File: src/dpa_pkg.sv
// Constants and types for the dual-port RAM port controller
package dpa_pkg;
    // Clock period in picoseconds (250 MHz)
    localparam int CLK_PS = 4000;

    // Device timing figures in nanoseconds
    localparam int WRITE_PULSE_WIDTH_NS = 16;
    localparam int DATA_SETUP_NS = 12;
    localparam int STROBE_TO_TRISTATE_NS = 12;
    localparam int ACCESS_TIME_NS = 20;
    localparam int FLAG_ACCESS_TIME_NS = 20;
    localparam int FLAG_UPDATE_PULSE_NS = 10;
    localparam int FLAG_WRITE_TO_READ_NS = 5;
    localparam int SLAVE_STROBE_HOLD_NS = 15;
    localparam int COLLISION_RELEASE_TO_DATA_NS = 20;
    localparam int SELECT_TO_WRITE_END_NS = 16;

    // Least times rounded up to whole cycles
    localparam int PWE_CYC =
        (WRITE_PULSE_WIDTH_NS * 1000 + CLK_PS - 1) / CLK_PS;
    localparam int PWE_OE_CYC =
        ((STROBE_TO_TRISTATE_NS + DATA_SETUP_NS) * 1000 + CLK_PS - 1)
        / CLK_PS;
    localparam int ACC_CYC = (ACCESS_TIME_NS * 1000 + CLK_PS - 1) / CLK_PS;
    localparam int FACC_CYC =
        (FLAG_ACCESS_TIME_NS * 1000 + CLK_PS - 1) / CLK_PS;
    localparam int FUPD_CYC =
        (FLAG_UPDATE_PULSE_NS * 1000 + CLK_PS - 1) / CLK_PS;
    localparam int FWTR_CYC =
        (FLAG_WRITE_TO_READ_NS * 1000 + CLK_PS - 1) / CLK_PS;
    localparam int SHOLD_CYC =
        (SLAVE_STROBE_HOLD_NS * 1000 + CLK_PS - 1) / CLK_PS;
    localparam int BDD_CYC =
        (COLLISION_RELEASE_TO_DATA_NS * 1000 + CLK_PS - 1) / CLK_PS;
    localparam int SCE_CYC =
        (SELECT_TO_WRITE_END_NS * 1000 + CLK_PS - 1) / CLK_PS;

    // Cycles between accesses after a plain access
    localparam int GAP_CYC = 1;
    // Cycles between accesses after a flag write
    localparam int FGAP_CYC = (FUPD_CYC > FWTR_CYC) ? FUPD_CYC : FWTR_CYC;

    // Width of the timing down-counter
    localparam int CNT_W = 4;
    // Reset value of the shared data and address registers
    localparam logic [31:0] ZERO_RST = 32'h0000_0000;

    // User commands
    typedef enum logic [1:0] {
        CMD_READ,
        CMD_WRITE,
        CMD_FLAG_READ,
        CMD_FLAG_WRITE
    } dpa_cmd_t;
endpackage

File: src/dpa_port_ctrl.sv
// Host-side controller driving one port of an async dual-port RAM
//
// Overview of operation
// - Array select low for RAM, flag select low for flags, held through write.
// - Strobe stays high whenever the port address changes.
// - Strobe write pulse stretched when output drive is low during writes.
// - Slave port keeps strobe high 15 ns after collision release.
// - Flag select returns high at least 10 ns between flag write and read.
// - At least 5 ns from flag write end to checking read.
// - Each flag read uses a fresh flag select cycle.
// - Reads use strobe high, select low, output drive low.
// - Flag request writes zero on data bit zero with array deselected.
// - Array select held high during data retention, except for an access already under way.
`timescale 1ns/100ps
module dpa_port_ctrl #(
    parameter int P_ADDR_W = 15,
    parameter int P_DATA_W = 9,
    parameter bit P_ROLE_MASTER = 1'b1,
    parameter bit P_OE_LOW_WRITES = 1'b0
) (
    input wire logic i_clock,
    input wire logic i_nrst,
    input wire logic i_req,
    input wire logic [1:0] i_cmd,
    input wire logic [P_ADDR_W-1:0] i_addr,
    input wire logic [P_DATA_W-1:0] i_wdata,
    input wire logic i_retention,
    input wire logic [P_DATA_W-1:0] i_data_in,
    input wire logic i_collision_n,
    output logic o_ready,
    output logic o_done,
    output logic [P_DATA_W-1:0] o_rdata,
    output logic o_collided,
    output logic [P_ADDR_W-1:0] o_addr,
    output logic o_array_sel_n,
    output logic o_flag_select_n,
    output logic o_rw_n,
    output logic o_out_drive_n,
    output logic [P_DATA_W-1:0] o_data_out,
    output logic o_data_oe,
    output logic o_role_master
);
    localparam int CW = dpa_pkg::CNT_W;

    // Refuse widths the device family cannot have
    if (P_ADDR_W < 12 || P_ADDR_W > 17) begin : g_chk_addr
        $error("dpa_port_ctrl: address width out of range");
    end
    if (P_DATA_W < 8 || P_DATA_W > 9) begin : g_chk_data
        $error("dpa_port_ctrl: data width must be 8 or 9");
    end
    if (dpa_pkg::PWE_OE_CYC >= (1 << CW)) begin : g_chk_cnt
        $error("dpa_port_ctrl: counter too narrow");
    end
    // Waits must fit the counter and last at least one cycle; GAP_CYC is checked only for the floor, FGAP_CYC and SCE_CYC only for the ceiling
    if (dpa_pkg::ACC_CYC < 1 || dpa_pkg::ACC_CYC > (1 << CW) ||
            dpa_pkg::FACC_CYC < 1 || dpa_pkg::FACC_CYC > (1 << CW) ||
            dpa_pkg::BDD_CYC < 1 || dpa_pkg::BDD_CYC > (1 << CW) ||
            dpa_pkg::SHOLD_CYC < 1 || dpa_pkg::SHOLD_CYC > (1 << CW) ||
            dpa_pkg::GAP_CYC < 1 || dpa_pkg::FGAP_CYC > (1 << CW) ||
            dpa_pkg::SCE_CYC > (1 << CW)) begin : g_chk_waits
        $error("dpa_port_ctrl: wait count does not fit the counter");
    end

    // Write pulse length in cycles, with or without output drive low
    localparam int PULSE_INT = (P_OE_LOW_WRITES &&
        dpa_pkg::PWE_OE_CYC > dpa_pkg::PWE_CYC) ?
        dpa_pkg::PWE_OE_CYC : dpa_pkg::PWE_CYC;
    localparam int SEL_PULSE_INT = (dpa_pkg::SCE_CYC > PULSE_INT) ?
        dpa_pkg::SCE_CYC : PULSE_INT;
    localparam logic [CW-1:0] PULSE_LD = CW'(SEL_PULSE_INT - 1);
    localparam logic [CW-1:0] ACC_LD = CW'(dpa_pkg::ACC_CYC - 1);
    localparam logic [CW-1:0] FACC_LD = CW'(dpa_pkg::FACC_CYC - 1);
    localparam logic [CW-1:0] BDD_LD = CW'(dpa_pkg::BDD_CYC - 1);
    localparam logic [CW-1:0] SHOLD_LD = CW'(dpa_pkg::SHOLD_CYC - 1);
    localparam logic [CW-1:0] GAP_LD = CW'(dpa_pkg::GAP_CYC - 1);
    localparam logic [CW-1:0] FGAP_LD = CW'(dpa_pkg::FGAP_CYC - 1);

    typedef enum logic [2:0] {
        ST_IDLE,
        ST_SETUP,
        ST_BUSY_WAIT,
        ST_SLAVE_HOLD,
        ST_PULSE,
        ST_READ,
        ST_RELEASE,
        ST_RECOVER
    } dpa_state_t;

    dpa_state_t state_reg, state_next;
    logic [CW-1:0] cnt_reg, cnt_next;
    logic [1:0] cmd_reg, cmd_next;
    logic [P_ADDR_W-1:0] addr_reg, addr_next;
    logic [P_DATA_W-1:0] wdata_reg, wdata_next;
    logic [P_DATA_W-1:0] rdata_reg, rdata_next;
    logic ready_reg, ready_next;
    logic done_reg, done_next;
    logic coll_reg, coll_next;
    logic asel_reg, asel_next;
    logic fsel_reg, fsel_next;
    logic rw_reg, rw_next;
    logic oe_reg, oe_next;
    logic doe_reg, doe_next;
    logic is_flag, is_write;

    assign is_flag = (cmd_reg == dpa_pkg::CMD_FLAG_READ) ||
        (cmd_reg == dpa_pkg::CMD_FLAG_WRITE);
    assign is_write = (cmd_reg == dpa_pkg::CMD_WRITE) ||
        (cmd_reg == dpa_pkg::CMD_FLAG_WRITE);

    // Access sequencer: next values
    always_comb begin
        state_next = state_reg;
        cnt_next = cnt_reg;
        cmd_next = cmd_reg;
        addr_next = addr_reg;
        wdata_next = wdata_reg;
        rdata_next = rdata_reg;
        ready_next = ready_reg;
        done_next = 1'b0;
        coll_next = coll_reg;
        asel_next = asel_reg;
        fsel_next = fsel_reg;
        rw_next = rw_reg;
        oe_next = oe_reg;
        doe_next = doe_reg;
        unique case (state_reg)
            ST_IDLE: begin
                // Selects high here keep the array idle in retention
                asel_next = 1'b1;
                fsel_next = 1'b1;
                if (i_req && ready_reg && !i_retention) begin
                    // Address moves only while the strobe is high
                    addr_next = i_addr;
                    cmd_next = i_cmd;
                    wdata_next = i_wdata;
                    coll_next = 1'b0;
                    ready_next = 1'b0;
                    state_next = ST_SETUP;
                end else begin
                    ready_next = !i_retention;
                end
            end
            ST_SETUP: begin
                // Exactly one select low, chosen by the command
                asel_next = is_flag;
                fsel_next = !is_flag;
                if (is_write) begin
                    oe_next = !P_OE_LOW_WRITES;
                    if (!i_collision_n) begin
                        coll_next = 1'b1;
                        state_next = ST_BUSY_WAIT;
                    end else begin
                        rw_next = 1'b0;
                        doe_next = 1'b1;
                        cnt_next = PULSE_LD;
                        state_next = ST_PULSE;
                    end
                end else begin
                    // Read: strobe high, output drive low
                    oe_next = 1'b0;
                    cnt_next = is_flag ? FACC_LD : ACC_LD;
                    state_next = ST_READ;
                end
            end
            ST_BUSY_WAIT: begin
                // Strobe stays high until the collision input clears
                if (i_collision_n) begin
                    cnt_next = SHOLD_LD;
                    state_next = ST_SLAVE_HOLD;
                end
            end
            ST_SLAVE_HOLD: begin
                if (!i_collision_n) begin
                    coll_next = 1'b1;
                    state_next = ST_BUSY_WAIT;
                end else if (cnt_reg == '0) begin
                    rw_next = 1'b0;
                    doe_next = 1'b1;
                    cnt_next = PULSE_LD;
                    state_next = ST_PULSE;
                end else begin
                    cnt_next = cnt_reg - 1'b1;
                end
            end
            ST_PULSE: begin
                // Selects stay low for the whole pulse; strobe ends it
                if (cnt_reg == '0) begin
                    rw_next = 1'b1;
                    state_next = ST_RELEASE;
                end else begin
                    cnt_next = cnt_reg - 1'b1;
                end
            end
            ST_READ: begin
                if (!i_collision_n) begin
                    // Data settles only after the collision clears
                    coll_next = 1'b1;
                    cnt_next = BDD_LD;
                end else if (cnt_reg == '0) begin
                    rdata_next = i_data_in;
                    oe_next = 1'b1;
                    state_next = ST_RELEASE;
                end else begin
                    cnt_next = cnt_reg - 1'b1;
                end
            end
            ST_RELEASE: begin
                // Every access ends with both selects high
                asel_next = 1'b1;
                fsel_next = 1'b1;
                doe_next = 1'b0;
                oe_next = 1'b1;
                done_next = 1'b1;
                cnt_next = (cmd_reg == dpa_pkg::CMD_FLAG_WRITE) ?
                    FGAP_LD : GAP_LD;
                state_next = ST_RECOVER;
            end
            ST_RECOVER: begin
                if (cnt_reg == '0) begin
                    ready_next = !i_retention;
                    state_next = ST_IDLE;
                end else begin
                    cnt_next = cnt_reg - 1'b1;
                end
            end
        endcase
    end

    // Access sequencer: registers
    always_ff @(posedge i_clock) begin
        if (!i_nrst) begin
            state_reg <= ST_IDLE;
            cnt_reg <= '0;
            cmd_reg <= dpa_pkg::CMD_READ;
            addr_reg <= P_ADDR_W'(dpa_pkg::ZERO_RST);
            wdata_reg <= P_DATA_W'(dpa_pkg::ZERO_RST);
            rdata_reg <= P_DATA_W'(dpa_pkg::ZERO_RST);
            ready_reg <= 1'b0;
            done_reg <= 1'b0;
            coll_reg <= 1'b0;
            asel_reg <= 1'b1;
            fsel_reg <= 1'b1;
            rw_reg <= 1'b1;
            oe_reg <= 1'b1;
            doe_reg <= 1'b0;
        end else begin
            state_reg <= state_next;
            cnt_reg <= cnt_next;
            cmd_reg <= cmd_next;
            addr_reg <= addr_next;
            wdata_reg <= wdata_next;
            rdata_reg <= rdata_next;
            ready_reg <= ready_next;
            done_reg <= done_next;
            coll_reg <= coll_next;
            asel_reg <= asel_next;
            fsel_reg <= fsel_next;
            rw_reg <= rw_next;
            oe_reg <= oe_next;
            doe_reg <= doe_next;
        end
    end

    // Role strap register
    logic role_reg;
    always_ff @(posedge i_clock) begin
        if (!i_nrst) begin
            role_reg <= 1'b0;
        end else begin
            role_reg <= P_ROLE_MASTER;
        end
    end

    // Outputs straight from flip-flops
    assign o_ready = ready_reg;
    assign o_done = done_reg;
    assign o_rdata = rdata_reg;
    assign o_collided = coll_reg;
    assign o_addr = addr_reg;
    assign o_array_sel_n = asel_reg;
    assign o_flag_select_n = fsel_reg;
    assign o_rw_n = rw_reg;
    assign o_out_drive_n = oe_reg;
    assign o_data_out = wdata_reg;
    assign o_data_oe = doe_reg;
    assign o_role_master = role_reg;
endmodule

File: config.mk
export PLATFORM = sky130hd
export DESIGN_NAME = dpa_port_ctrl
export DESIGN_NICKNAME = d
export VERILOG_FILES = /design/src/dpa_pkg.sv /design/src/dpa_port_ctrl.sv
export SDC_FILE = /design/constraint.sdc
export NUM_CORES = 1
export LEC_CHECK = 0
export ABC_CLOCK_PERIOD_IN_PS = 3600
export BUFFER_PORTS_ARGS = -buffer_cell sky130_fd_sc_hd__buf_2
export CAP_MARGIN = 0
export CORE_AREA = 3 3 71 73
export CTS_CLUSTER_DIAMETER = 60
export CTS_CLUSTER_SIZE = 40
export DETAILED_ROUTE_END_ITERATION = 6
export DIE_AREA = 0 0 74 76
export PLACE_DENSITY = 0.82
export SETUP_SLACK_MARGIN = 0.3
export SLEW_MARGIN = 20
export SYNTH_ARGS = -nofsm -noshare
export SYNTH_HDL_FRONTEND = slang
export SYNTH_SLANG_ARGS = --single-unit
File: constraint.sdc
create_clock -name i_clock -period 3.6 [get_ports i_clock]
set_input_delay 0.72 -clock i_clock [delete_from_list [all_inputs] [get_ports i_clock]]
set_output_delay 0.72 -clock i_clock [all_outputs]
set_load 0.01 [all_outputs]
# Word-level counts from Yosys, hierarchy flattened
# Index checks and enable logic that the tools add are counted.
[word_totals]
register_bits = 51
elab_cells = 105
input_bits = 40
out_inout_bits = 42
[op_classes]
n_eq_ne = 21
reduce_logical = 27
n_mux = 41
add_sub_neg = 1
[ops]
columns = ["operator", "count"]
rows = [
  ["2-to-1 mux 3 bit", 9],
  ["2-to-1 mux 4 bit", 6],
  ["one-hot mux 3 bit (8 select lines)", 1],
  ["one-hot mux 4 bit (6 select lines)", 1],
  ["!= test 2 bit, second input constant", 10],
  ["2-to-1 mux 1 bit", 16],
  ["== test 3 bit, second input constant", 4],
  ["one-hot mux 1 bit (3 select lines)", 4],
  ["nonzero test 3 bit", 4],
  ["AND reduction 5 bit", 2],
  ["AND reduction 3 bit", 3],
  ["== test 3 x 2 -> 1 bit, second input constant", 2],
  ["one-hot mux 1 bit (2 select lines)", 3],
  ["AND reduction 2 bit", 3],
  ["AND reduction 6 bit", 1],
  ["nonzero test 6 bit", 1],
  ["OR reduction 2 bit", 3],
  ["== test 2 bit, second input constant", 2],
  ["logical NOT 4 bit", 1],
  ["nonzero test 2 bit", 2],
  ["subtractor 4 x 1 -> 4 bit, second input constant", 1],
  ["== test 3 x 1 -> 1 bit, second input constant", 1],
  ["logical NOT 3 bit", 1],
  ["!= test 3 bit, second input constant", 1],
  ["5 further kinds", 8],
]

# Logic depth before layout (Yosys ltp)
# Gate-level depths: netlist of the first run.
[logic_depth]
ltp_word = 4
depth_mapped = 9

# Least setup slack after synthesis of the first run
# No wires, ideal clock.
[synth_path]
path_kind = "input to register"
start = "in i_retention"
end = "reg coll_reg, in the netlist o_collided"
n_path_buf = 2
setup_time_ns = 0.128
arrival_time_ns = 1.623
path_stages = 6
setup_slack_ns = 1.850
path_cell_list = "nand3b_1 -> nand2b_1 -> buf_2 -> clkbuf_1 -> a21oi_1 -> nor2_1"
[synth_via]
elab_chain_cells = 4
[synth_lines]
columns = ["element", "line_no", "text"]
rows = [
  ["start, declared", "dpa_port_ctrl.sv:27", "input wire logic i_retention,"],
  ["logical NOT 1 bit", "dpa_port_ctrl.sv:132", "if (i_req && ready_reg && !i_retention) begin"],
  ["logical AND 1 bit", "dpa_port_ctrl.sv:132", ""],
  ["!= test 2 bit (no line)", "-", ""],
  ["AND reduction 3 bit (no line)", "-", ""],
  ["end signal, assigned", "dpa_port_ctrl.sv:256", "coll_reg <= coll_next;"],
  ["end, declared", "dpa_port_ctrl.sv:98", "logic coll_reg, coll_next;"],
]
# No other way between the ends.
# A chain may end at the register's enable or synchronous reset.

# Worst setup path after layout of the first run
[layout_path]
start = "reg state_reg[2]"
end = "reg rdata_reg[0], in the netlist o_rdata[0]"
[layout_via]
elab_chain_cells = 2
[layout_lines]
columns = ["element", "line_no", "text"]
rows = [
  ["start, declared", "dpa_port_ctrl.sv:90", "dpa_state_t state_reg, state_next;"],
  ["start signal, assigned", "dpa_port_ctrl.sv:248", "state_reg <= state_next;"],
  ["== test 3 bit", "dpa_port_ctrl.sv:127", "unique case (state_reg)"],
  ["AND reduction 3 bit (no line)", "-", ""],
  ["end signal, assigned", "dpa_port_ctrl.sv:238", "rdata_reg <= P_DATA_W'(dpa_pkg::ZERO_RST);"],
  ["end signal, assigned", "dpa_port_ctrl.sv:253", "rdata_reg <= rdata_next;"],
  ["end, declared", "dpa_port_ctrl.sv:95", "logic [P_DATA_W-1:0] rdata_reg, rdata_next;"],
]
# No other way between the ends.

==> results of run 1 <==
==> worst max-delay path: stages, from the launching register on <==
cell     delay, ps
dfxtp_1        920
inv_1          410
nor4_4         830
mux2i_1        260
nor2_1          50
==> metal layers <==
layer  up-vias  wire length, um
met1       965             2450
li1       1106                -
met3         8              466
met5         -                0
met4         0               96
met2        82             2430
==> cell type report <==
type	instances	area, um^2
clock buffers	6	82.6
clock inverters	2	38.8
fillers	397	1590
inverters	9	33.8
multi-input cells	202	1170
flip-flops and latches	51	1020
well taps	52	65.1
repair buffers	82	413
==> power by group <==
group          total [W]  internal [W]  switching, W  leakage, nW
combinational   0.000498      0.000220      0.000278        0.681
sequential      0.000721      0.000620      0.000101        0.413
clock           0.000426      0.000229      0.000197       0.0618
total            0.00165       0.00107      0.000576         1.16
==> logic make-up after synthesis <==
kind of cell | Yosys count | synth area share (%)
flops | 51 | 43.5
buf+inv | 32 | 6.82
fa+ha+maj | 3 | 1.60
xor+xnor | 2 | 0.746
compound gates | 72 | 19.1
mux | 15 | 6.40
simple gates | 110 | 21.9
==> how the worst min path moves through the flow <==
| stage | end | slack (ps) | cells past startpoint |
|---|---|---|---|
| 2_1_floorplan | cmd_reg[1] | 460 | 2 |
| 3_3_place_gp | o_data_out[6] | 440 | 2 |
| 3_5_place_dp | o_addr[10] | 440 | 2 |
| 4_1_cts | o_addr[10] | 460 | 2 |
| 5_1_grt | o_addr[10] | 470 | 2 |
| 6_report | o_addr[10] | 460 | 2 |
==> cells in the final DEF (no fill, tap or decap), types with 2 or more instances in the layout <==
cell | Yosys | final
a211oi_1 | 5 | 5
nor2_1 | 22 | 22
o21ai_0 | 7 | 7
o22ai_1 | 3 | 3
dfxtp_1 | 51 | 51
nand3b_1 | 2 | 2
a21oi_1 | 34 | 34
buf_2 | 5 | 81
nand3_1 | 6 | 6
clkbuf_8 | 0 | 6
nor2b_1 | 3 | 3
nand2b_1 | 3 | 3
inv_1 | 8 | 8
xnor2_1 | 2 | 2
o311ai_0 | 2 | 2
nor3_1 | 5 | 5
o211ai_1 | 5 | 5
a2bb2oi_1 | 2 | 2
ha_1 | 3 | 3
mux2i_1 | 15 | 15
a31oi_1 | 5 | 5
nand2_1 | 61 | 61
==> per-stage QoR <==
| step | utilization (%) | total power (W) | setup WS (ps) | area [um^2] |
|---|---|---|---|---|
| after floorplan | - | 0.00112 | 1850 | 2350 |
| after global placement | 61.1 | 0.00122 | 1080 | 2700 |
| after detailed placement | 61.1 | 0.00123 | 986 | 2700 |
| after CTS | 63.9 | 0.00165 | 974 | 2820 |
| after global routing | 63.9 | 0.00175 | 763 | 2820 |
| final | 63.9 | 0.00165 | 980 | 2820 |
==> results.toml, run 1 <==
[global_route]
grtUsageMet3_pct = 5.15
grt_pass1_wl_mm = 9.16
use_met2_pct = 29.5
met1_usage_pct = 28.3
grt_use_total_pct = 20.1
grt-ovfl-total = 0
antenna_found_initial = 0
grt.busiest_layer = "met2"
grt_pass1_vias = 1957
grt_max_degree = 28

[place]
port_buffers = 81
finalWeightedCongestion = 0.855
dp_hpwl_mm = 3.88
placedCellCount = 396

[detailed_routing]
vias = 2161
drtAntennaViolNets = 0
first_iter_violations = 125
drc_errors = 0
drt-total-wl_mm = 5.45
drtPass1Iterations = 4
vias_per_cell = 5.35
wire_per_inst_um = 13.5

[critical_path]
cp_data_required_time_ps = 3760
crit_start = "state_reg[2]"
path_max_fanout = 27
critical_path_class = "flop to flop"
start_kind = "flop"
end_kind = "flop"
reg2reg_depth = 4
r2r_end = "o_rdata[0]"
rr_startpoint = "state_reg[2]"
arrival_ps = 2780
critPathCapture = "o_rdata[0]"
r2r_setup_slack_ps = 980

[outcome]
status = "complete, no violations"

[clock_tree]
post_cts_buffers = 0
clk_pin_slew_ps = 100
cts-htree-levels = 2
clockBufferDepth = 2
clockRootBuffer = "clkbuf_8"
cts_buffers = 5
clk_latency_ps = 300
clock-sinks = 51
tritoncts = "yes"
hold_buffers = 0
ctsResizeCount = 0

[logic_synthesis]
synth_top_area_share_pct = 43.5
syn_nets = 328
yosysMostFrequentCell = "nand2_1"
ys_warn_count = 0
ys_async_sr_fraction_pct = 0
ys_ff_latch = 51
syn_avg_cell_area_um2 = 8.24
synth_top_area_cell = "dfxtp_1"
ys_types = 43
synth.area.top_cells = "dfxtp_1 (43%), nand2_1 (9.8%), a21oi_1 (7.2%), mux2i_1 (6.4%), nor2_1 (3.5%)"
ys_seq_area_share_pct = 43.5
ys.flop_type = "dfxtp_1"
synth_top_cells_by_count = "nand2_1 (61), dfxtp_1 (51), a21oi_1 (34)"
syn_area_um2 = 2350
synth_edf_count = 0
synthCells = 285

[timing]
finalSetupViolCount = 0
holdWs_ps = 456
max_freq_ghz = 0.382
worstMarginPinSlew_ps = 1040
timing.final.crit_share_pct = 72.8
fin_crit_ps = 2620
final.setup_skew_ps = 11.5
drv_slew = 0
relSlewSlack_pct = 30.7
setup_tns_ps = 0
rsz0062_at_grt = "no"
finalHoldViolations = 0

[pwr]
ir_worst_vdd_v = 0.000325
p_leak_nw = 1.16
power_per_cell_area_nw_per_um2 = 583

[min_path]
hold_start = "o_addr[10]"
hold_path.class = "flop to flop"

[final_layout]
antenna_cells = 0
nets = 394
largest_register_ffs = 15
area_growth_pct = 20.1
stdcell_count = 404
layout-drive-gt1-share_pct = 27.6

[run]
maxCapViolCount = 0

[floorplan]
initial_core_util_pct = 53.2
placementRows = 24
die-width_um = 74
die_y_um = 76
io_pins = 82
core_area_um2 = 4410
dieArea_um2 = 5620
No activity file was read; power rests on OpenSTA's default activity.
==> run 2: changes to the inputs <==
ABC_AREA = 1   (was default)
ABC_CLOCK_PERIOD_IN_PS = 2200   (was 3600)
CORE_AREA = 3 3 77 79   (was 3 3 71 73)
DIE_AREA = 0 0 80 82   (was 0 0 74 76)
PLACE_DENSITY = 0.73   (was 0.82)
clock period = 2.2 ns   (was 3.6 ns; I/O delays follow)
==> run 2 against run 1 <==
Effect of this change:
- critical path depth grew 4
- worst hold slack lost 100 ps
- wire length grew 2.8%
- total power grew 87%
- largest cell class unchanged
==> results.toml, run 2 <==
[outcome]
status = "complete, no violations"

[global_route]
grt_max_degree = 26
grt_pass1_wl_mm = 8.96
grt_pass1_vias = 2004
grt_use_total_pct = 17.0
grt-ovfl-total = 0
antenna_found_initial = 0

[pwr]
power_w = 0.00307
p_leak_nw = 1.45
ir_worst_vdd_v = 0.000437
power_per_cell_area_nw_per_um2 = 1070

[final_layout]
mostFrequentLayoutCells = "nor2_1 (95), buf_2 (81), nand2_1 (51), dfxtp_1 (51), o21ai_0 (38)"
final_common_cell = "nor2_1"
nets = 456
layout-drive-gt1-share_pct = 26.6
antenna_cells = 0
n_fill_cell = 555
stdcell_count = 486
area_growth_pct = 24.8
largest_register_ffs = 15

[logic_synthesis]
ys_types = 28
ys_async_sr_fraction_pct = 0
ys.flop_type = "dfxtp_1"
synthCells = 332
syn_avg_cell_area_um2 = 6.95
ys_seq_area_share_pct = 44.3
ys_warn_count = 0
ys_ff_latch = 51
synth_edf_count = 0
yosysMostFrequentCell = "nor2_1"
synth_top_cells_by_count = "nor2_1 (95), dfxtp_1 (51), nand2_1 (51)"
synth_top_area_cell = "dfxtp_1"
synth_top_area_share_pct = 44.3
syn_nets = 375
syn_area_um2 = 2310
synth.area.top_cells = "dfxtp_1 (44%), nor2_1 (15%), nand2_1 (8.3%), o21ai_0 (8.2%), nand3_1 (3.7%)"

[clock_tree]
cts-htree-levels = 2
clk_latency_ps = 300
clockRootBuffer = "clkbuf_8"
cts_buffers = 5
clock-sinks = 51
ctsResizeCount = 0
tritoncts = "yes"
clockBufferDepth = 2
post_cts_buffers = 0
hold_buffers = 0
clk_pin_slew_ps = 90

[place]
place_ws_ps = 618
dp_hpwl_mm = 4.13
placedCellCount = 478
port_buffers = 81
finalWeightedCongestion = 0.918

[timing]
worstMarginPinSlew_ps = 388
drv_slew = 0
max_freq_ghz = 0.626
rsz0062_at_grt = "no"
worst_slack_ps = 603
setup_tns_ps = 0
fin_crit_ps = 1600
relSlewSlack_pct = 74.1
finalSetupViolCount = 0
timing.final.crit_share_pct = 72.6
finalHoldViolations = 0
final.setup_skew_ps = 4.70

[critical_path]
crit_start = "cnt_reg[1]"
arrival_ps = 1800
rr_startpoint = "cnt_reg[1]"
critical_path_class = "flop to flop"
end_kind = "flop"
start_kind = "flop"
path_max_fanout = 8
cp_data_required_time_ps = 2410

[floorplan]
core_area_um2 = 5410
io_pins = 82
placementRows = 27
dieArea_um2 = 6560
die_y_um = 82
initial_core_util_pct = 42.7
die-width_um = 80

[detailed_routing]
drtAntennaViolNets = 0
drtPass1Iterations = 4
first_iter_violations = 200
drt-total-wl_mm = 5.60
vias_per_cell = 4.80
drc_errors = 0
vias = 2335
wire_per_inst_um = 11.5

[run]
maxCapViolCount = 0

[min_path]
hold_start = "i_data_in[4]"
hold_path.class = "primary input to flop"
## run 2: final timing paths
check        depth (start not counted)  slack, ps          to
max                                  8        600  cnt_reg[0]
min                                  3        350  o_rdata[4]
max reg2reg                          8        600  cnt_reg[0]
min reg2reg                          2        460   o_data_oe
## run 2: per-stage QoR
step	area [um^2]	util, %	hold WS [ps]
6_report	2880	53.3	355
5_1_grt	2880	53.3	360
4_1_cts	2880	53.3	350
3_5_place_dp	2760	51.0	442
3_3_place_gp	2760	51.0	437
2_1_floorplan	2310	-	463
## run 2: routing by layer
layer | global-route usage, % | up-vias | wire, um
met3 | 4.17 | 8 | 384
met5 | 0 | - | 0
li1 | - | 1225 | -
met2 | 27.6 | 75 | 2570
met1 | 21.9 | 1027 | 2570
met4 | 5.91 | 0 | 68
## run 2: area by class of cell
cell class,count,area (um^2),area share [%]
Multi-Input combinational cell,244,1110,38.6
Sequential cell,51,1020,35.4
Timing Repair Buffer,86,443,15.4
Inverter,25,93.8,3.26
Tap cell,72,90.1,3.13
Clock buffer,6,82.6,2.87
Clock inverter,2,38.8,1.35
## run 2: worst max-delay path, cell delays in order, from the launching register on
cell     delay (ps)
dfxtp_1         330
inv_1           130
ha_1            210
nand3_2         200
ha_1            330
o21ai_0          70
o22ai_1          90
nor2_1          100
nor2_1           40
## run 2: cells by family after synthesis
kind of cell,after synthesis,synth area share (%)
flops,51,44.3
compound gates,59,13.2
simple gates,181,33.0
xor+xnor,1,0.380
fa+ha+maj,3,1.63
buf+inv,37,7.59
## run 2: report_power, final
group          switching, W  internal [W]  total [W]
Sequential         0.000100       0.00106    0.00116
Combinational      0.000763      0.000451    0.00121
Clock              0.000318      0.000374   0.000693
Total               0.00118       0.00189    0.00307
